File: src/inc/blm_map.svh
/*
 * Register map, field positions, reset values and timing counts of the
 * lead-condition monitor.
 * Assumes inclusion by bare name from the design files.
 */
`ifndef BLM_MAP_SVH
`define BLM_MAP_SVH

// ---------------------------------------------------------------------
// Register addresses
// ---------------------------------------------------------------------
`define BLM_ADDR_STATUS      7'h01
`define BLM_ADDR_INT1_EN     7'h02
`define BLM_ADDR_INT2_EN     7'h03
`define BLM_ADDR_DYN_MGMT    7'h05
`define BLM_ADDR_GEN_CFG     7'h10
`define BLM_ADDR_MUX_CFG     7'h17
`define BLM_ADDR_CHAN_CFG    7'h18

// ---------------------------------------------------------------------
// Status bit positions
// ---------------------------------------------------------------------
`define BLM_ST_OVER          0
`define BLM_ST_UNDER         1
`define BLM_ST_DRV_OOC       2
`define BLM_ST_DRV_POS_OOC   3
`define BLM_ST_DRV_NEG_OOC   4
`define BLM_ST_DC_POS        5
`define BLM_ST_DC_NEG        6
`define BLM_ST_LEAD_ON       7

// ---------------------------------------------------------------------
// Field positions (lsb)
// ---------------------------------------------------------------------
`define BLM_DM_HI_THR        8
`define BLM_DM_LO_THR        0
`define BLM_GC_LON_EN        22
`define BLM_GC_DIG_LOFF      20
`define BLM_GC_DC_LOFF       12
`define BLM_GC_DC_CUR        9
`define BLM_GC_DC_THR        6
`define BLM_GC_BIAS_EN       4
`define BLM_GC_BIAS_VAL      2
`define BLM_GC_BIAS_POS      1
`define BLM_GC_BIAS_NEG      0
`define BLM_MX_NOM           13
`define BLM_MX_MOD           8
`define BLM_MX_RATE          4
`define BLM_MX_LOAD_EN       3
`define BLM_CC_CPMON         5

// ---------------------------------------------------------------------
// Reset value and DC lead-off enable code
// ---------------------------------------------------------------------
`define BLM_RST_WORD         24'h000000
`define BLM_DC_LOFF_ON       2'h2

// ---------------------------------------------------------------------
// Timing
// ---------------------------------------------------------------------
`define BLM_FCLK_HZ          32768
`define BLM_MOD_MAX_MHZ      4000
`define BLM_MOD_RATE_STEPS   6
`define BLM_MOD_HALF_TICKS   (`BLM_FCLK_HZ * 1000 / (2 * `BLM_MOD_MAX_MHZ))

`endif

File: src/inc/blm_pkg.sv
/*
 * Types shared by the lead-condition monitor.
 * Assumes nothing beyond a SystemVerilog compiler.
 */
`default_nettype none

package blm_pkg;
    typedef logic [23:0] blm_word_t;
    typedef enum {SPI_IDLE, SPI_CMD, SPI_DATA, SPI_DONE} blm_spi_state_t;
endpackage : blm_pkg

`default_nettype wire

File: src/core/blm_lead_monitor.sv
/*
 * Lead-condition monitor: serial register port, compliance monitor,
 * digital and DC lead-off, lead-on routing, bias and self-test load.
 * Assumes analog comparators and converter sit outside; pins are async.
 */
`timescale 1ns/1ps
`default_nettype none

`include "blm_map.svh"

// Behaviour
// - Compliance enable drives three drive-pin flags
// - Digital detector compares converter output to limits
// - Two 8-bit thresholds in dynamic register
// - Enable bits: 1x over, x1 under
// - DC lead-off field code 10 enables
// - DC current and window comparator flags
// - Lead-on flag alerts on enabled interrupt
// - Lead-bias enable, value, per-input connect fields
// - Zero-current 300 mV compliance selection offered
// - Self-test nominal and modulation load selection
// - Modulation rate from 62.5 mHz to 4 Hz
// - Code zero disables modulation
module blm_lead_monitor
    import blm_pkg::*;
#(
    parameter int ADC_W          = 20,
    parameter int MOD_HALF_TICKS = `BLM_MOD_HALF_TICKS
) (
    input  wire logic             mclk,
    input  wire logic             sys_rst,
    input  wire logic             spi_csb_n,
    input  wire logic             spi_sclk,
    input  wire logic             spi_sdi,
    output var  logic             spi_sdo_out,
    output var  logic             spi_sdo_oe_n,
    input  wire logic             fclk_in,
    input  wire logic             adc_valid,
    input  wire logic [ADC_W-1:0] adc_code,
    input  wire logic             drive_out_pos_comp,
    input  wire logic             drive_out_neg_comp,
    input  wire logic             sense_in_pos_window,
    input  wire logic             sense_in_neg_window,
    input  wire logic             lead_on_comp,
    output var  logic             interrupt_out_1_n_out,
    output var  logic             interrupt_out_1_oe_n,
    output var  logic             interrupt_out_2_n_out,
    output var  logic             interrupt_out_2_oe_n,
    output var  logic             compliance_monitor_enable,
    output var  logic             dc_leadoff_active,
    output var  logic [2:0]       dc_current_code,
    output var  logic [1:0]       dc_threshold_code,
    output var  logic             dc_zero_300mv_sel,
    output var  logic             lead_on_detect_en,
    output var  logic [1:0]       lead_bias_enable,
    output var  logic [1:0]       lead_bias_value,
    output var  logic             lead_bias_pos_connect,
    output var  logic             lead_bias_neg_connect,
    output var  logic             load_enable,
    output var  logic [2:0]       load_nominal_code,
    output var  logic [3:0]       load_modulation_code,
    output var  logic             load_mod_step
);
    localparam int CW = $clog2(MOD_HALF_TICKS * 64) + 1;

    if (ADC_W < 8 || MOD_HALF_TICKS < 1 || MOD_HALF_TICKS > 4096) begin : g_chk
        $error("blm_lead_monitor: unsupported parameter values");
    end

    // -----------------------------------------------------------------
    // Pin synchronisers
    // -----------------------------------------------------------------
    logic [8:0] pins_s;
    blm_sync #(.W(9)) u_sync (
        .mclk     (mclk),
        .sys_rst  (sys_rst),
        .async_in ({~spi_csb_n, spi_sclk, spi_sdi, fclk_in,
                    drive_out_pos_comp, drive_out_neg_comp,
                    sense_in_pos_window, sense_in_neg_window,
                    lead_on_comp}),
        .sync_out (pins_s)
    );

    logic csb_s, sclk_s, sdi_s, fclk_s, dpos_s, dneg_s, wpos_s, wneg_s;
    logic lon_s, csb_on_s;
    // Select travels inverted so a flushed synchroniser reads deselected
    assign csb_s = ~csb_on_s;
    assign {csb_on_s, sclk_s, sdi_s, fclk_s, dpos_s, dneg_s,
            wpos_s, wneg_s, lon_s} = pins_s;

    // -----------------------------------------------------------------
    // Configuration registers
    // -----------------------------------------------------------------
    blm_word_t dyn_q, dyn_d, gen_q, gen_d, mux_q, mux_d;
    logic      cpmon_q, cpmon_d, ien1_q, ien1_d, ien2_q, ien2_d;
    logic      wr_stb;
    logic [6:0] wr_addr;
    blm_word_t  wr_data;

    always_comb begin
        dyn_d   = dyn_q;
        gen_d   = gen_q;
        mux_d   = mux_q;
        cpmon_d = cpmon_q;
        ien1_d  = ien1_q;
        ien2_d  = ien2_q;
        if (wr_stb) begin
            case (wr_addr)
                `BLM_ADDR_DYN_MGMT: dyn_d   = wr_data;
                `BLM_ADDR_GEN_CFG:  gen_d   = wr_data;
                `BLM_ADDR_MUX_CFG:  mux_d   = wr_data;
                `BLM_ADDR_CHAN_CFG: cpmon_d = wr_data[`BLM_CC_CPMON];
                `BLM_ADDR_INT1_EN:  ien1_d  = wr_data[`BLM_ST_LEAD_ON];
                `BLM_ADDR_INT2_EN:  ien2_d  = wr_data[`BLM_ST_LEAD_ON];
                default: ;
            endcase
        end
    end

    always_ff @(posedge mclk) begin
        if (sys_rst) begin
            dyn_q   <= `BLM_RST_WORD;
            gen_q   <= `BLM_RST_WORD;
            mux_q   <= `BLM_RST_WORD;
            cpmon_q <= 1'b0;
            ien1_q  <= 1'b0;
            ien2_q  <= 1'b0;
        end else begin
            dyn_q   <= dyn_d;
            gen_q   <= gen_d;
            mux_q   <= mux_d;
            cpmon_q <= cpmon_d;
            ien1_q  <= ien1_d;
            ien2_q  <= ien2_d;
        end
    end

    logic [7:0] thr_hi, thr_lo;
    logic [1:0] dig_en;
    assign thr_hi = dyn_q[`BLM_DM_HI_THR +: 8];
    assign thr_lo = dyn_q[`BLM_DM_LO_THR +: 8];
    assign dig_en = gen_q[`BLM_GC_DIG_LOFF +: 2];

    assign compliance_monitor_enable = cpmon_q;
    assign dc_leadoff_active = gen_q[`BLM_GC_DC_LOFF +: 2]
                               == `BLM_DC_LOFF_ON;
    assign dc_current_code   = gen_q[`BLM_GC_DC_CUR +: 3];
    assign dc_threshold_code = gen_q[`BLM_GC_DC_THR +: 2];
    assign dc_zero_300mv_sel = dc_current_code == 3'h0;
    assign lead_on_detect_en = gen_q[`BLM_GC_LON_EN];
    assign lead_bias_enable  = gen_q[`BLM_GC_BIAS_EN +: 2];
    assign lead_bias_value   = gen_q[`BLM_GC_BIAS_VAL +: 2];
    assign lead_bias_pos_connect = gen_q[`BLM_GC_BIAS_POS];
    assign lead_bias_neg_connect = gen_q[`BLM_GC_BIAS_NEG];
    assign load_enable          = mux_q[`BLM_MX_LOAD_EN];
    assign load_nominal_code    = mux_q[`BLM_MX_NOM +: 3];
    assign load_modulation_code = mux_q[`BLM_MX_MOD +: 4];

    // -----------------------------------------------------------------
    // Detection flags
    // -----------------------------------------------------------------
    logic [7:0] flag_q, flag_d;
    logic       int1_q, int1_d, int2_q, int2_d;
    logic [7:0] top;
    logic [8:0] mag;
    logic       over_c, under_c;

    always_comb begin
        top     = adc_code[ADC_W-1 -: 8];
        mag     = top[7] ? 9'h000 - {top[7], top} : {1'b0, top};
        over_c  = mag > {1'b0, thr_hi};
        under_c = mag < {1'b0, thr_lo};
        flag_d  = flag_q;
        if (adc_valid) begin
            flag_d[`BLM_ST_OVER]  = dig_en[1] & over_c;
            flag_d[`BLM_ST_UNDER] = dig_en[0] & under_c;
            flag_d[`BLM_ST_DRV_POS_OOC] = cpmon_q & dpos_s;
            flag_d[`BLM_ST_DRV_NEG_OOC] = cpmon_q & dneg_s;
            flag_d[`BLM_ST_DRV_OOC] = cpmon_q & (dpos_s | dneg_s);
            flag_d[`BLM_ST_DC_POS] = dc_leadoff_active & wpos_s;
            flag_d[`BLM_ST_DC_NEG] = dc_leadoff_active & wneg_s;
        end
        // Lead-on runs in standby, without converter samples
        flag_d[`BLM_ST_LEAD_ON] = lead_on_detect_en & lon_s;
        int1_d = ien1_q & flag_d[`BLM_ST_LEAD_ON];
        int2_d = ien2_q & flag_d[`BLM_ST_LEAD_ON];
    end

    always_ff @(posedge mclk) begin
        if (sys_rst) begin
            flag_q <= 8'h00;
            int1_q <= 1'b0;
            int2_q <= 1'b0;
        end else begin
            flag_q <= flag_d;
            int1_q <= int1_d;
            int2_q <= int2_d;
        end
    end

    // Active-low, released when the source is not routed there
    assign interrupt_out_1_n_out = ~int1_q;
    assign interrupt_out_1_oe_n  = ~ien1_q;
    assign interrupt_out_2_n_out = ~int2_q;
    assign interrupt_out_2_oe_n  = ~ien2_q;

    // -----------------------------------------------------------------
    // Self-test load modulation
    // -----------------------------------------------------------------
    logic          fclk_prev_q, fclk_prev_d, phase_q, phase_d;
    logic [CW-1:0] mcnt_q, mcnt_d, half;
    logic [2:0]    rate;
    logic          mod_on;

    always_comb begin
        rate = mux_q[`BLM_MX_RATE +: 3];
        if (rate > 3'(`BLM_MOD_RATE_STEPS)) begin
            rate = 3'(`BLM_MOD_RATE_STEPS);
        end
        half   = CW'(MOD_HALF_TICKS) << rate;
        mod_on = load_enable & (load_modulation_code != 4'h0);
        fclk_prev_d = fclk_s;
        mcnt_d  = mcnt_q;
        phase_d = phase_q;
        if (!mod_on) begin
            mcnt_d  = '0;
            phase_d = 1'b0;
        end else if (fclk_s & ~fclk_prev_q) begin
            if (mcnt_q >= half - CW'(1)) begin
                mcnt_d  = '0;
                phase_d = ~phase_q;
            end else begin
                mcnt_d = mcnt_q + CW'(1);
            end
        end
    end

    always_ff @(posedge mclk) begin
        if (sys_rst) begin
            fclk_prev_q <= 1'b0;
            mcnt_q      <= '0;
            phase_q     <= 1'b0;
        end else begin
            fclk_prev_q <= fclk_prev_d;
            mcnt_q      <= mcnt_d;
            phase_q     <= phase_d;
        end
    end

    assign load_mod_step = phase_q;

    // -----------------------------------------------------------------
    // Serial register port
    // -----------------------------------------------------------------
    blm_spi_state_t st_q, st_d;
    logic       sclk_prev_q, sclk_prev_d;
    logic [7:0] cmd_q, cmd_d;
    logic [4:0] cnt_q, cnt_d;
    blm_word_t  sh_q, sh_d, rd_data;
    logic       rise, fall;

    always_comb begin
        case (cmd_q[7:1])
            `BLM_ADDR_STATUS:   rd_data = {16'h0000, flag_q};
            `BLM_ADDR_INT1_EN:  rd_data = 24'(ien1_q) << `BLM_ST_LEAD_ON;
            `BLM_ADDR_INT2_EN:  rd_data = 24'(ien2_q) << `BLM_ST_LEAD_ON;
            `BLM_ADDR_DYN_MGMT: rd_data = dyn_q;
            `BLM_ADDR_GEN_CFG:  rd_data = gen_q;
            `BLM_ADDR_MUX_CFG:  rd_data = mux_q;
            `BLM_ADDR_CHAN_CFG: rd_data = 24'(cpmon_q) << `BLM_CC_CPMON;
            default:            rd_data = 24'h000000;
        endcase
        rise = sclk_s & ~sclk_prev_q;
        fall = ~sclk_s & sclk_prev_q;
        sclk_prev_d = sclk_s;
        st_d    = st_q;
        cmd_d   = cmd_q;
        cnt_d   = cnt_q;
        sh_d    = sh_q;
        wr_stb  = 1'b0;
        wr_addr = cmd_q[7:1];
        wr_data = {sh_q[22:0], sdi_s};
        if (csb_s) begin
            st_d = SPI_IDLE;
        end else begin
            case (st_q)
                SPI_IDLE: begin
                    st_d  = SPI_CMD;
                    cnt_d = 5'h00;
                end
                SPI_CMD: if (rise) begin
                    cmd_d = {cmd_q[6:0], sdi_s};
                    cnt_d = cnt_q + 5'h01;
                    if (cnt_q == 5'h07) begin
                        st_d  = SPI_DATA;
                        cnt_d = 5'h00;
                    end
                end
                SPI_DATA: begin
                    if (cnt_q == 5'h00 && !fall && !rise) begin
                        sh_d = cmd_q[0] ? rd_data : 24'h000000;
                    end
                    if (fall && cnt_q != 5'h00 && cmd_q[0]) begin
                        sh_d = {sh_q[22:0], 1'b0};
                    end
                    if (rise) begin
                        cnt_d = cnt_q + 5'h01;
                        if (!cmd_q[0]) begin
                            sh_d = {sh_q[22:0], sdi_s};
                        end
                        if (cnt_q == 5'h17) begin
                            st_d   = SPI_DONE;
                            wr_stb = ~cmd_q[0];
                        end
                    end
                end
                SPI_DONE: ;
                default: st_d = SPI_IDLE;
            endcase
        end
    end

    always_ff @(posedge mclk) begin
        if (sys_rst) begin
            st_q        <= SPI_IDLE;
            sclk_prev_q <= 1'b0;
            cmd_q       <= 8'h00;
            cnt_q       <= 5'h00;
            sh_q        <= 24'h000000;
            spi_sdo_oe_n <= 1'b1;
        end else begin
            st_q        <= st_d;
            sclk_prev_q <= sclk_prev_d;
            cmd_q       <= cmd_d;
            cnt_q       <= cnt_d;
            sh_q        <= sh_d;
            spi_sdo_oe_n <= csb_s;
        end
    end

    assign spi_sdo_out = sh_q[23] & cmd_q[0] & (st_q == SPI_DATA);
endmodule : blm_lead_monitor

`default_nettype wire

File: src/core/blm_sync.sv
/*
 * Two-stage synchroniser for a bus of unrelated levels.
 * Assumes each bit is an independent level from outside mclk.
 */
`timescale 1ns/1ps
`default_nettype none

module blm_sync #(
    parameter int W = 1
) (
    input  wire logic         mclk,
    input  wire logic         sys_rst,
    input  wire logic [W-1:0] async_in,
    output var  logic [W-1:0] sync_out
);
    logic [W-1:0] meta_q;

    always_ff @(posedge mclk) begin
        if (sys_rst) begin
            meta_q   <= '0;
            sync_out <= '0;
        end else begin
            meta_q   <= async_in;
            sync_out <= meta_q;
        end
    end
endmodule : blm_sync

`default_nettype wire

File: config.mk
export PLATFORM = sky130hd
export DESIGN_NAME = blm_lead_monitor
export DESIGN_NICKNAME = d
export VERILOG_FILES = /design/src/inc/blm_pkg.sv /design/src/core/blm_lead_monitor.sv /design/src/core/blm_sync.sv
export VERILOG_INCLUDE_DIRS = /design/src /design/src/inc
export SDC_FILE = /design/constraint.sdc
export NUM_CORES = 1
export LEC_CHECK = 0
export BUFFER_PORTS_ARGS = -buffer_cell sky130_fd_sc_hd__buf_2
export CORE_MARGIN = 2
export CORE_UTILIZATION = 28
export CTS_BUF_LIST = sky130_fd_sc_hd__clkbuf_16
export DETAILED_ROUTE_END_ITERATION = 12
export PLACE_DENSITY = 0.56
export SLEW_MARGIN = 20
export SYNTH_ARGS = -nofsm -noshare
export SYNTH_HDL_FRONTEND = slang
export SYNTH_SLANG_ARGS = --single-unit
File: constraint.sdc
create_clock -name mclk -period 2.4 [get_ports mclk]
set_clock_uncertainty 0.05 [all_clocks]
set_input_delay 0.12 -clock mclk [delete_from_list [all_inputs] [get_ports mclk]]
set_output_delay 0.12 -clock mclk [all_outputs]
set_load 0.01 [all_outputs]
# Word level (Yosys, flattened, before mapping)
# Cells that the tools add are included.
totals:
  latchBits: 0
  ram_bits: 0
  rom_bits: 0
  elab_cells: 125
  output_inout_bits: 30
  reg_bits: 195
  memories: 0
  input_bits: 32
classes:
  bitwise_logic: 30
  n_shift: 1
  div: 0
  multipliers: 0
  n_addsub: 4
  n_eq_ne: 18
  mux: 22
  n_reduce_logical: 25
  magnitude_cmp: 4
ops:
  columns: ["op", "count"]
  rows:
  - ["case mux 24 bit (7 select lines)", 1]
  - ["2-to-1 mux 32 bit", 4]
  - ["case mux 32 bit (4 select lines)", 1]
  - ["2-to-1 mux 24 bit", 5]
  - ["== test 32 x 2 -> 1 bit (second input constant)", 2]
  - ["== test 32 x 1 -> 1 bit (second input constant)", 1]
  - ["== test 32 x 3 -> 1 bit (second input constant)", 1]
  - ["zero test 32 bit", 1]
  - ["== test 7 x 5 -> 1 bit (second input constant)", 3]
  - ["adder 19 x 1 -> 19 bit (second input constant)", 1]
  - ["greater-or-equal comparator 19 bit", 1]
  - ["2-to-1 mux 19 bit", 1]
  - ["left shift 13 x 3 -> 19 bit (first input constant)", 1]
  - ["subtractor 19 x 1 -> 19 bit (second input constant)", 1]
  - ["bitwise AND 1 bit", 16]
  - ["AND reduction 2 bit", 8]
  - ["2-to-1 mux 5 bit", 3]
  - ["case mux 5 bit (3 select lines)", 1]
  - ["== test 7 x 2 -> 1 bit (second input constant)", 2]
  - ["inverter 1 bit", 13]
  - ["greater-than comparator 9 x 8 -> 1 bit", 1]
  - ["less-than comparator 9 x 8 -> 1 bit", 1]
  - ["2-to-1 mux 9 bit", 1]
  - ["subtractor 1 x 8 -> 9 bit (first input constant)", 1]
  - ["22 further kinds", 33]

# Logic depth before layout (Yosys ltp)
# Gate-level depths: netlist of run 1.
logic_depth:
  word_depth: 9
  ltp_mapped: 10
  mapped_depth_nobuf: 10

# Hierarchy
# Synthesis of run 1 repeated with hierarchy kept, for this count alone.
hier_totals:
  hier_cells: 1022
  area_unflattened_um2: 7985.2
by_module_without_submodules:
  columns: ["mod", "instances", "cells_each", "area_each_um2"]
  rows:
  - ["blm_lead_monitor", 1, 985, 7495.9]
  - ["blm_sync", 1, 37, 489.2]

# Worst setup path after synthesis of run 1
# Ideal clock, no wire load.
synth_timing:
  path_kind: "reg-to-reg"
  start: "register mux_q[6]"
  end: "register mcnt_q[10]"
  required_ns: 2.272
  path_stages_with_launch: 9
  slack_ns: -0.199
  setup_time_ns: 0.078
  t_arrival_ns: 2.471
  cell_sequence: "dfxtp_1 > clkbuf_1 > o21ai_0 > ha_1 > a21o_1 > a2111oi_0 > a21oi_1 > clkbuf_1 > nor3_1"
synth_between:
  elab_chain_cells: 6
synth_rtl:
  columns: ["item", "line", "text"]
  rows:
  - ["start, declared", "blm_lead_monitor.sv:94", "blm_word_t dyn_q, dyn_d, gen_q, gen_d, mux_q, mux_d;"]
  - ["start signal, assigned", "blm_lead_monitor.sv:124", "mux_q <= `BLM_RST_WORD;"]
  - ["start signal, assigned", "blm_lead_monitor.sv:131", "mux_q <= mux_d;"]
  - ["greater-than comparator 3 bit", "blm_lead_monitor.sv:217", "if (rate > 3'(`BLM_MOD_RATE_STEPS)) begin"]
  - ["2-to-1 mux 3 bit *", "blm_lead_monitor.sv:217", null]
  - ["left shift 13 x 3 -> 19 bit *", "blm_lead_monitor.sv:220", "half = CW'(MOD_HALF_TICKS) << rate;"]
  - ["subtractor 19 x 1 -> 19 bit *", "blm_lead_monitor.sv:229", "if (mcnt_q >= half - CW'(1)) begin"]
  - ["greater-or-equal comparator 19 bit *", "blm_lead_monitor.sv:229", null]
  - ["2-to-1 mux 19 bit *", "blm_lead_monitor.sv:229", null]
  - ["end signal, assigned", "blm_lead_monitor.sv:245", "mcnt_q <= mcnt_d;"]
  - ["end, declared", "blm_lead_monitor.sv:211", "logic [CW-1:0] mcnt_q, mcnt_d, half;"]
# Mark *: on every way between the ends. The rest lies on a longest branch, timed or not.
# A chain may end at the register's enable or synchronous reset.

# Worst setup path after layout of run 1
layout_timing:
  start: "register cnt_q[0]"
  end: "register sh_q[0]"
layout_between:
  elab_chain_cells: 7
layout_rtl:
  columns: ["item", "line", "text"]
  rows:
  - ["start, declared", "blm_lead_monitor.sv:258", "logic [4:0] cnt_q, cnt_d;"]
  - ["start signal, assigned", "blm_lead_monitor.sv:335", "cnt_q <= cnt_d;"]
  - ["zero test 5 bit", "blm_lead_monitor.sv:300", "if (cnt_q == 5'h00 && !fall && !rise) begin"]
  - ["logical AND 1 bit (2 in series)", "blm_lead_monitor.sv:300", null]
  - ["2-to-1 mux 24 bit", "blm_lead_monitor.sv:300", null]
  - ["2-to-1 mux 24 bit *", "blm_lead_monitor.sv:303", "if (fall && cnt_q != 5'h00 && cmd_q[0]) begin"]
  - ["2-to-1 mux 24 bit", "blm_lead_monitor.sv:308", "if (!cmd_q[0]) begin"]
  - ["2-to-1 mux 24 bit *", "blm_lead_monitor.sv:306", "if (rise) begin"]
  - ["end signal, assigned", "blm_lead_monitor.sv:329", "sh_q <= 24'h000000;"]
  - ["end signal, assigned", "blm_lead_monitor.sv:336", "sh_q <= sh_d;"]
  - ["end, declared", "blm_lead_monitor.sv:259", "blm_word_t sh_q, sh_d, rd_data;"]
# Marked as above.

==> impl_metrics.env, run 1 <==
export IMPL_grt_usage_pct=14.8
export IMPL_r2r_end="sh_q[0]"
export IMPL_hpwl_mm=14.7
export IMPL_cp_start_kind="flop"
export IMPL_worst_hold_path_endpoint="flag_q[5]"
export IMPL_grt_max_degree=70
export IMPL_synthMuxAreaShare_pct=1.62
export IMPL_routed_wirelength_mm=21.3
export IMPL_required_ns=2.71
export IMPL_ys_seq_area_share_pct=41.6
export IMPL_p_switching_mw=1.29
export IMPL_hold_path_depth=3
export IMPL_synth_cells=985
export IMPL_clk_pin_slew_ns=0.07
export IMPL_p_per_area_mw_per_mm2=580
export IMPL_swShare_pct=23.7
export IMPL_slew_headroom_pct=51.8
export IMPL_cts_max_level=4
export IMPL_synth_area_leaders="dfxtp_1 42%, nand2_1 9.6%, a21oi_1 7.5%"
export IMPL_hp_class="in2reg"
export IMPL_rr_worst_depth=7
export IMPL_yosysWarnings=0
export IMPL_synthToLayoutAreaGrowth_pct=18.4
export IMPL_p_leak_nw=3.21
export IMPL_synth_xor_area_share_pct=2.20
export IMPL_initial_core_util_pct=28.5
export IMPL_worst_path_buf_inv=1
export IMPL_finalMaxSlewViolations=0
export IMPL_drt_iter0_drc=484
export IMPL_rr_startpoint="cnt_q[0]"
export IMPL_ys_async_sr_fraction_pct=0
export IMPL_hold_start="adc_valid"
export IMPL_peakVddDrop_v=0.000484
export IMPL_io_pins=62
export IMPL_post_cts_buffers=0
export IMPL_insertion_delay_ns=0.43
export IMPL_synthSimpleGateAreaFrac_pct=23.6
export IMPL_core_area_mm2=0.0279
export IMPL_die_area_mm2=0.0297
export IMPL_yosys_top_cells_count="204 x nand2_1, 165 x dfxtp_1, 119 x a21oi_1"
export IMPL_routed_via_density=4.81
export IMPL_wl_per_cell_um=15.0
export IMPL_rrSetupSlack_ns=-0.08
export IMPL_cp_max_fo=2
export IMPL_cp_slowest_cell="or4_4"
export IMPL_synth_compound_area_share_pct=20.1
export IMPL_whs_ns=0.0522
export IMPL_dr_total_vias=6813
export IMPL_rsz0062_at_grt="true"
export IMPL_cts_tree="built"
export IMPL_synth_edf_count=0
export IMPL_drc_errors=0
export IMPL_clockBufferDepth=2
export IMPL_path_class="reg2reg"
export IMPL_fmax_ghz=0.404
export IMPL_avgSynthCellArea_um2=8.07
export IMPL_hold_violations=0
export IMPL_post_route_util_pct=33.8
export IMPL_finalSetupViolCount=17
export IMPL_ant_nets=0
export IMPL_grt_pass1_vias=6466
export IMPL_setup_ws_ns=-0.0777
export IMPL_cts_made_buffers=17
export IMPL_crit_arrival_ns=2.79
export IMPL_synth_nets=1046
export IMPL_violations="setup timing"
export IMPL_worstMarginPinSlew_ns=0.721
export IMPL_synth_cell_type_count=60
export IMPL_rows=61
export IMPL_cp_end_kind="flop"
export IMPL_synth_adder_area_share_pct=4.57
export IMPL_place_congestion=0.792
export IMPL_syn_area_mm2=0.00795
export IMPL_clkPwrFrac_pct=45.8
export IMPL_drt_first_pass_iters=5
export IMPL_seqPwrFrac_pct=50.7
export IMPL_fin_crit_sh_pct=103
export IMPL_drive_gt1_share_pct=15.9
export IMPL_outcome="complete, but fails checks"
export IMPL_antenna_found_initial=0
export IMPL_cpPeakStageDelay_ns=0.57
export IMPL_yosysMostFrequentCell="nand2_1"
export IMPL_synthFlopType="dfxtp_1"
export IMPL_port_buffers=49
export IMPL_yosys_area_top_type="dfxtp_1"
export IMPL_combPwrFrac_pct=3.6
export IMPL_root_buffer="clkbuf_16"
export IMPL_cts_sinks=165
export IMPL_p_int_mw=4.16
export IMPL_crit_chain="inv_2 > ha_4 > or4b_4 > or4_4 > a211o_4 > or4_1 > a21oi_2"
export IMPL_grt_pass1_wl_mm=34.9
export IMPL_final_nets=1087
export IMPL_synth_top_family_by_area="simple AND/OR/NAND/NOR gates"
export IMPL_crit_family="simple AND/OR/NAND/NOR gates"
export IMPL_period_needed_ns=2.48
export IMPL_drv_cap=0
export IMPL_die_w_um=172
export IMPL_die_h_um=172
export IMPL_synth_top_area_share_pct=41.6
export IMPL_num_antenna_cells=0
export IMPL_gr_total_overflow=0
export IMPL_synth_seq_cells=165
kinds of logic (layout without fill, tap and decap cells):
kind of cell    count (synthesis)  in the layout
compound gates                243            243
xor+xnor                       20             20
fa+ha+maj                      29             29
buf+inv                       116            170
flops                         165            165
mux                            12             12
simple gates                  400            400
cells in the final DEF (no fill, tap or decap), types with 6 or more instances in the layout:
| cell type | count |
|---|---|
| a21oi_1 | 116 |
| o21ai_0 | 20 |
| nor3_1 | 27 |
| buf_4 | 38 |
| and3_1 | 11 |
| nand4_1 | 7 |
| nand2b_1 | 11 |
| ha_1 | 27 |
| buf_2 | 48 |
| xnor2_1 | 15 |
| dlygate4sd3_1 | 9 |
| inv_1 | 34 |
| clkbuf_16 | 17 |
| a22oi_1 | 23 |
| buf_12 | 6 |
| nand2_1 | 204 |
| nor2b_1 | 31 |
| nor2_1 | 42 |
| dfxtp_1 | 163 |
| o221a_2 | 7 |
| mux2_2 | 7 |
| a22o_1 | 39 |
| nand3_1 | 25 |
metal layers:
metal	vias to the layer above	wire [um]	global-route usage [%]	part of all wire, %
met3	12	865	2.93	4.1
met4	0	224	3.73	1.1
met1	3175	10600	20.7	50
met5	-	0	0	0
met2	143	9600	23.3	45
li1	3483	-	-	-
power groups by stage:
stage | Clock [mW] | Combinational, mW | Sequential (mW)
global placement | 0 | 0.181 | 2.82
floorplan | 0 | 0.124 | 2.82
CTS | 2.57 | 0.194 | 2.76
finish | 2.50 | 0.194 | 2.76
detailed placement | 0 | 0.182 | 2.82
global route | 2.69 | 0.220 | 2.76
area by class of cell:
type                    instances  area, um^2
clock inverters                15         108
inverters                      35         131
flip-flops and latches        165        3310
clock buffers                  17         425
well taps                     378         473
repair buffers                103         758
multi-input cells             704        4210
fillers                      2890       18400
stage by stage:
step | total power [mW] | worst slack [ns] | cell area [um^2] | setup TNS [ns] | instances
4_1_cts | 5.53 | -0.0522 | 9360 | -0.594 | 1417
5_1_grt | 5.67 | -0.156 | 9410 | -2.13 | 1417
3_3_place_gp | 3.01 | -0.00430 | 8740 | -0.00873 | 1376
6_report | 5.45 | -0.0777 | 9410 | -0.443 | 1417
2_1_floorplan | 2.94 | -0.0480 | 7970 | -0.0480 | 985
3_5_place_dp | 3.01 | -0.0209 | 8740 | -0.128 | 1376
registers in the layout, summed over array words and instances, names as in the netlist:
signal	flops
dyn_q	24
gen_q	24
mux_q	24
sh_q	24
mcnt_q	19
u_sync.meta_q	9
u_sync.sync_out	9
cmd_q	8
flag_q	8
cnt_q	5
st_q	2
compliance_monitor_enable	1
fclk_prev_q	1
ien1_q	1
ien2_q	1
int1_q	1
int2_q	1
load_mod_step	1
sclk_prev_q	1
spi_sdo_oe_n	1
worst register-to-register path: cells and delay by family (launching register included):
| family | cells | cell delay (ns) |
|---|---|---|
| flip-flops | 1 | 0.32 |
| AND/OR/NAND/NOR | 3 | 1.44 |
| adder cells (fa/ha/maj) | 1 | 0.12 |
| AO/OA/AOI/OAI | 2 | 0.42 |
| buffers and inverters | 1 | 0.07 |
how the worst max path moves through the flow:
| stage | startpoint | end | slack (ns) | cells past startpoint |
|---|---|---|---|---|
| after floorplan | cnt_q[1] | sh_q[0] | -0.05 | 7 |
| after global placement | cnt_q[0] | sh_q[10] | -0.004 | 9 |
| after detailed placement | cnt_q[0] | sh_q[17] | -0.02 | 9 |
| after CTS | cnt_q[0] | sh_q[21] | -0.05 | 9 |
| after global routing | cnt_q[0] | sh_q[13] | -0.16 | 9 |
| final | cnt_q[0] | sh_q[0] | -0.08 | 7 |
repair_timing:
action	in CTS	in global routing
hold endpoints to repair	9	0
resized for setup	0	12
setup endpoints to repair	17	97
hold buffers	9	0
Power figures use the tool's default switching activity.
==> inputs of run 2 (changes only) <==
Settings changed: REMOVE_ABC_BUFFERS set to 1.
==> impl_metrics.env, run 2 (synthesis results as in run 1) <==
export IMPL_final_nets=1097
export IMPL_multi_input_area_mm2=0.00423
export IMPL_peakVddDrop_v=0.000513
export IMPL_cts_tree="built"
export IMPL_rsz0062_at_grt="true"
export IMPL_cp_end_kind="flop"
export IMPL_layout_commonest_cell="nand2_1"
export IMPL_required_ns=2.72
export IMPL_p_leak_nw=3.28
export IMPL_antenna_found_initial=0
export IMPL_synthToLayoutAreaGrowth_pct=20.1
export IMPL_drv_cap=0
export IMPL_routed_wirelength_mm=22.4
export IMPL_outcome="complete, but fails checks"
export IMPL_finalSetupViolCount=17
export IMPL_setup_ws_ns=-0.151
export IMPL_fmax_ghz=0.392
export IMPL_cp_start_kind="flop"
export IMPL_crit_family="simple AND/OR/NAND/NOR gates"
export IMPL_grt_pass1_vias=6635
export IMPL_rrSetupSlack_ns=-0.15
export IMPL_ant_nets=0
export IMPL_grt_usage_pct=15.3
export IMPL_cts_sinks=165
export IMPL_finalMaxSlewViolations=0
export IMPL_crit_arrival_ns=2.87
export IMPL_insertion_delay_ns=0.45
export IMPL_die_w_um=172
export IMPL_dr_total_vias=7006
export IMPL_cp_max_fo=8
export IMPL_die_h_um=172
export IMPL_num_antenna_cells=0
export IMPL_root_buffer="clkbuf_16"
export IMPL_hp_class="in2reg"
export IMPL_whs_ns=0.0552
export IMPL_drt_first_pass_iters=4
export IMPL_drt_iter0_drc=447
export IMPL_grt_pass1_wl_mm=35.6
export IMPL_violations="setup timing"
export IMPL_seq_area_mm2=0.00331
export IMPL_cts_made_buffers=17
export IMPL_hpwl_mm=15.3
export IMPL_post_route_util_pct=34.3
export IMPL_period_needed_ns=2.55
export IMPL_slew_headroom_pct=60.4
export IMPL_cpPeakStageDelay_ns=0.51
export IMPL_nFillCells=2897
export IMPL_port_buffers=49
export IMPL_io_pins=62
export IMPL_gr_total_overflow=0
export IMPL_final_area_mm2=0.00954
export IMPL_crit_chain="inv_2 > ha_4 > or4b_4 > or4_4 > buf_6 > a2111oi_4 > buf_4 > clkbuf_16 > nand2_2 > a21oi_2"
export IMPL_core_area_mm2=0.0279
export IMPL_grt_max_degree=40
export IMPL_path_class="reg2reg"
export IMPL_cts_max_level=4
export IMPL_cp_slowest_cell="or4_4"
export IMPL_final_cells=1427
export IMPL_place_ws_ns=-0.156
export IMPL_dp_cells=1384
export IMPL_clockBufferDepth=2
export IMPL_initial_core_util_pct=28.5
export IMPL_wl_per_cell_um=15.7
export IMPL_hold_violations=0
export IMPL_place_area_mm2=0.00873
export IMPL_rows=61
export IMPL_worstMarginPinSlew_ns=0.593
export IMPL_drc_errors=0
export IMPL_drive_gt1_share_pct=18.2
export IMPL_fin_crit_sh_pct=106
export IMPL_place_congestion=0.860
export IMPL_mostFrequentLayoutCells="195 x nand2_1, 160 x dfxtp_1, 110 x a21oi_1"
export IMPL_routed_via_density=4.91
export IMPL_worst_path_buf_inv=4
export IMPL_die_area_mm2=0.0297
export IMPL_p_per_area_mw_per_mm2=606
export IMPL_clk_pin_slew_ns=0.08
[run 2: final timing paths]
| kind | start | to | depth (start not counted) |
|---|---|---|---|
| min reg2reg | u_sync.meta_q[1] | u_sync.sync_out[1] | 1 |
| min | adc_valid | flag_q[6] | 3 |
| max | cnt_q[1] | sh_q[14] | 10 |
| max reg2reg | cnt_q[1] | sh_q[14] | 10 |
[run 2: layer usage]
metal  share of wire, %  global-route usage (%)  vias to the layer above
li1                   -                       -                     3511
met1                 47                    20.3                     3333
met2                 47                    24.8                      132
met3                3.6                    2.75                       30
met4                2.3                    5.22                        0
met5                  0                       0                        -
[run 2: power breakdown]
group / switching [mW] / internal, mW
sequential: 0.00885 / 2.75
combinational: 0.118 / 0.0805
clock: 1.32 / 1.50
[run 2: worst register-to-register path, stage by stage, from the launching register on]
cell and delay [ns]:
dfxtp_2 0.33, inv_2 0.06, ha_4 0.12, or4b_4 0.46
or4_4 0.51, buf_6 0.14, a2111oi_4 0.29, buf_4 0.19
clkbuf_16 0.15, nand2_2 0.05, a21oi_2 0.12
[run 2: per-stage QoR]
step / power (mW) / TNS [ns]
after floorplan: 2.91 / -29.16
after global placement: 3.01 / -1.71
after detailed placement: 3.01 / -2.48
after CTS: 5.83 / -2.84
after global routing: 5.98 / -2.89
final: 5.78 / -1.95
[run 2: area by class of cell]
cell class,instances,area share [%]
clock inverters,15,1.90
flip-flops and latches,165,34.7
well taps,378,4.96
repair buffers,113,8.26
clock buffers,17,4.46
multi-input cells,704,44.4
inverters,35,1.38
[run 2: what timing repair did]
action | in CTS | in global routing
hold buffers | 9 | 0
pin swaps | 22 | 5
hold endpoints to repair | 9 | 0
gates cloned | 1 | 0
setup buffers | 1 | 1
setup endpoints to repair | 37 | 45
gates resized for setup | 18 | 17
==> inputs of run 3 (changes only) <==
Settings changed: ABC_AREA set to 1.
==> impl_metrics.env, run 3 <==
export IMPL_rrSetupSlack_ns=0.19
export IMPL_cts_max_level=4
export IMPL_tns_ns=0
export IMPL_cpPeakStageDelay_ns=0.37
export IMPL_cts_sinks=165
export IMPL_path_common_cell="nor2_1"
export IMPL_p_per_area_mw_per_mm2=607
export IMPL_synth_seq_cells=165
export IMPL_crit_family="simple AND/OR/NAND/NOR gates"
export IMPL_worstMarginPinSlew_ns=0.525
export IMPL_yosys_top_cells_count="227 x nand2_1, 165 x dfxtp_1, 131 x a21oi_1"
export IMPL_crit_arrival_ns=2.48
export IMPL_drv_cap=0
export IMPL_peakVddDrop_v=0.000487
export IMPL_path_depth=10
export IMPL_cp_slowest_cell="dfxtp_2"
export IMPL_grt_pass1_wl_mm=35.1
export IMPL_hp_class="in2reg"
export IMPL_yosysMostFrequentCell="nand2_1"
export IMPL_slew_headroom_pct=64.7
export IMPL_ys_async_sr_fraction_pct=0
export IMPL_hold_path_depth=3
export IMPL_io_pins=62
export IMPL_place_area_mm2=0.00861
export IMPL_routed_wirelength_mm=21.6
export IMPL_rows=61
export IMPL_rr_worst_depth=10
export IMPL_clk_pin_slew_ns=0.07
export IMPL_die_h_um=172
export IMPL_synth_cell_type_count=42
export IMPL_drc_errors=0
export IMPL_yosys_area_top_type="dfxtp_1"
export IMPL_hpwl_mm=15.0
export IMPL_synth_edf_count=0
export IMPL_synthFlopType="dfxtp_1"
export IMPL_nFillCells=3012
export IMPL_cts_tree="built"
export IMPL_yosysWarnings=0
export IMPL_cp_end_kind="flop"
export IMPL_wl_per_cell_um=13.9
export IMPL_place_congestion=0.806
export IMPL_grt_usage_pct=15.2
export IMPL_drive_gt1_share_pct=12.9
export IMPL_required_ns=2.67
export IMPL_worst_path_buf_inv=3
export IMPL_layout_commonest_cell="nand2_1"
export IMPL_fmax_ghz=0.453
export IMPL_num_antenna_cells=0
export IMPL_final_nets=1222
export IMPL_grt_max_degree=45
export IMPL_cts_made_buffers=17
export IMPL_gr_total_overflow=0
export IMPL_initial_core_util_pct=28.5
export IMPL_mostFrequentLayoutCells="226 x nand2_1, 163 x dfxtp_1, 131 x a21oi_1"
export IMPL_avgSynthCellArea_um2=7.17
export IMPL_cp_start_kind="flop"
export IMPL_finalMaxSlewViolations=0
export IMPL_synth_cells=1106
export IMPL_root_buffer="clkbuf_16"
export IMPL_die_area_mm2=0.0297
export IMPL_ys_seq_area_share_pct=41.7
export IMPL_drt_iter0_drc=512
export IMPL_synthToLayoutAreaGrowth_pct=18.2
export IMPL_p_leak_nw=3.64
export IMPL_cp_max_fo=8
export IMPL_routed_via_density=4.60
export IMPL_grt_pass1_vias=6665
export IMPL_port_buffers=49
export IMPL_clockBufferDepth=2
export IMPL_post_route_util_pct=33.6
export IMPL_core_area_mm2=0.0279
export IMPL_synth_area_leaders="dfxtp_1 42%, nand2_1 11%, a21oi_1 8.3%"
export IMPL_period_needed_ns=2.21
export IMPL_dr_total_vias=7142
export IMPL_syn_area_mm2=0.00793
export IMPL_outcome="completed"
export IMPL_ant_nets=0
export IMPL_insertion_delay_ns=0.43
export IMPL_multi_input_area_mm2=0.00381
export IMPL_synth_top_area_share_pct=41.7
export IMPL_die_w_um=172
export IMPL_drt_first_pass_iters=5
export IMPL_fin_crit_sh_pct=92.0
export IMPL_finalSetupViolCount=0
export IMPL_path_class="reg2reg"
export IMPL_final_area_mm2=0.00937
export IMPL_seq_area_mm2=0.00331
export IMPL_hold_violations=0
export IMPL_crit_chain="ha_2 > nand2_2 > nor3_2 > inv_1 > nor3_4 > inv_2 > nor2_4 > clkinvlp_4 > nor2_1 > nor2_1"
export IMPL_total_power_mw=5.69
export IMPL_antenna_found_initial=0
-- run 3: changes by cell type in the layout (fill, tap and decap cells not counted), moves of 21 or more --
cell	before	now
a22oi_1	23	0
o21ai_0	20	68
nor2b_1	31	0
nor2_1	45	84
nand2_1	195	226
inv_1	33	128
a21oi_1	110	131
nand3_1	25	59
a22o_1	39	1
o21ai_1	2	35
-- run 3: worst paths after layout --
| path | end | from |
|---|---|---|
| worst max-delay path | mux_q[13] | cnt_q[0] |
| worst min-delay path | u_sync.meta_q[8] | spi_csb_n |
| worst max register to register | mux_q[13] | cnt_q[0] |
| worst min register to register | u_sync.sync_out[4] | u_sync.meta_q[4] |
-- run 3: where the power goes --
part	leakage (nW)	switching, mW	internal, mW
Combinational	2.03	0.144	0.0861
Clock	0.270	1.24	1.46
Sequential	1.33	0.00935	2.75
Total	3.64	1.39	4.30
-- run 3: metal layers --
layer	GRT usage (%)	wire (um)	vias up	share of wire, %
li1	-	-	3723	-
met1	20.9	10500	3258	49
met2	23.9	9740	137	45
met3	2.75	929	24	4.3
met4	4.93	368	0	1.7
met5	0	0	-	0
-- run 3: cells by family (layout without fill, tap and decap cells) --
family | count (synthesis) | count (layout) | share of synthesized area, %
and+or+nand+nor | 427 | 427 | 23.2
AOI/OAI and AO/OA | 268 | 268 | 18.1
buffers and inverters | 200 | 268 | 10.6
DFF | 165 | 165 | 41.7
adders and majority gates | 29 | 29 | 4.58
xor gates and xnor gates | 17 | 17 | 1.88
-- run 3: per-stage QoR --
step	cells	setup slack, ns	hold slack [ns]
after floorplan	1045	-0.170	0.137
after CTS	1546	0.149	0.292
after global routing	1552	-0.0108	0.313
after global placement	1503	0.192	0.226
after detailed placement	1503	0.177	0.226
final	1552	0.191	0.312
-- run 3: cell type report --
cell class	count	area share, %
multi-input combinational	741	40.7
clock buffer	17	4.54
timing repair buffer	97	7.29
tap	378	5.05
sequential	165	35.3
clock inverter	15	1.59
inverter	139	5.61
-- run 3: worst min-delay path: stages --
cell	delay, ns
dlygate4sd3_1	0.51
buf_2	0.09
nor2_1	0.03
-- run 3: repair_timing --
action / CTS / global route
setup endpoints to repair: 0 / 9
setup buffers: 0 / 6
hold endpoints to repair: 17 / 0
gates resized for setup: 0 / 12
hold buffers: 11 / 0
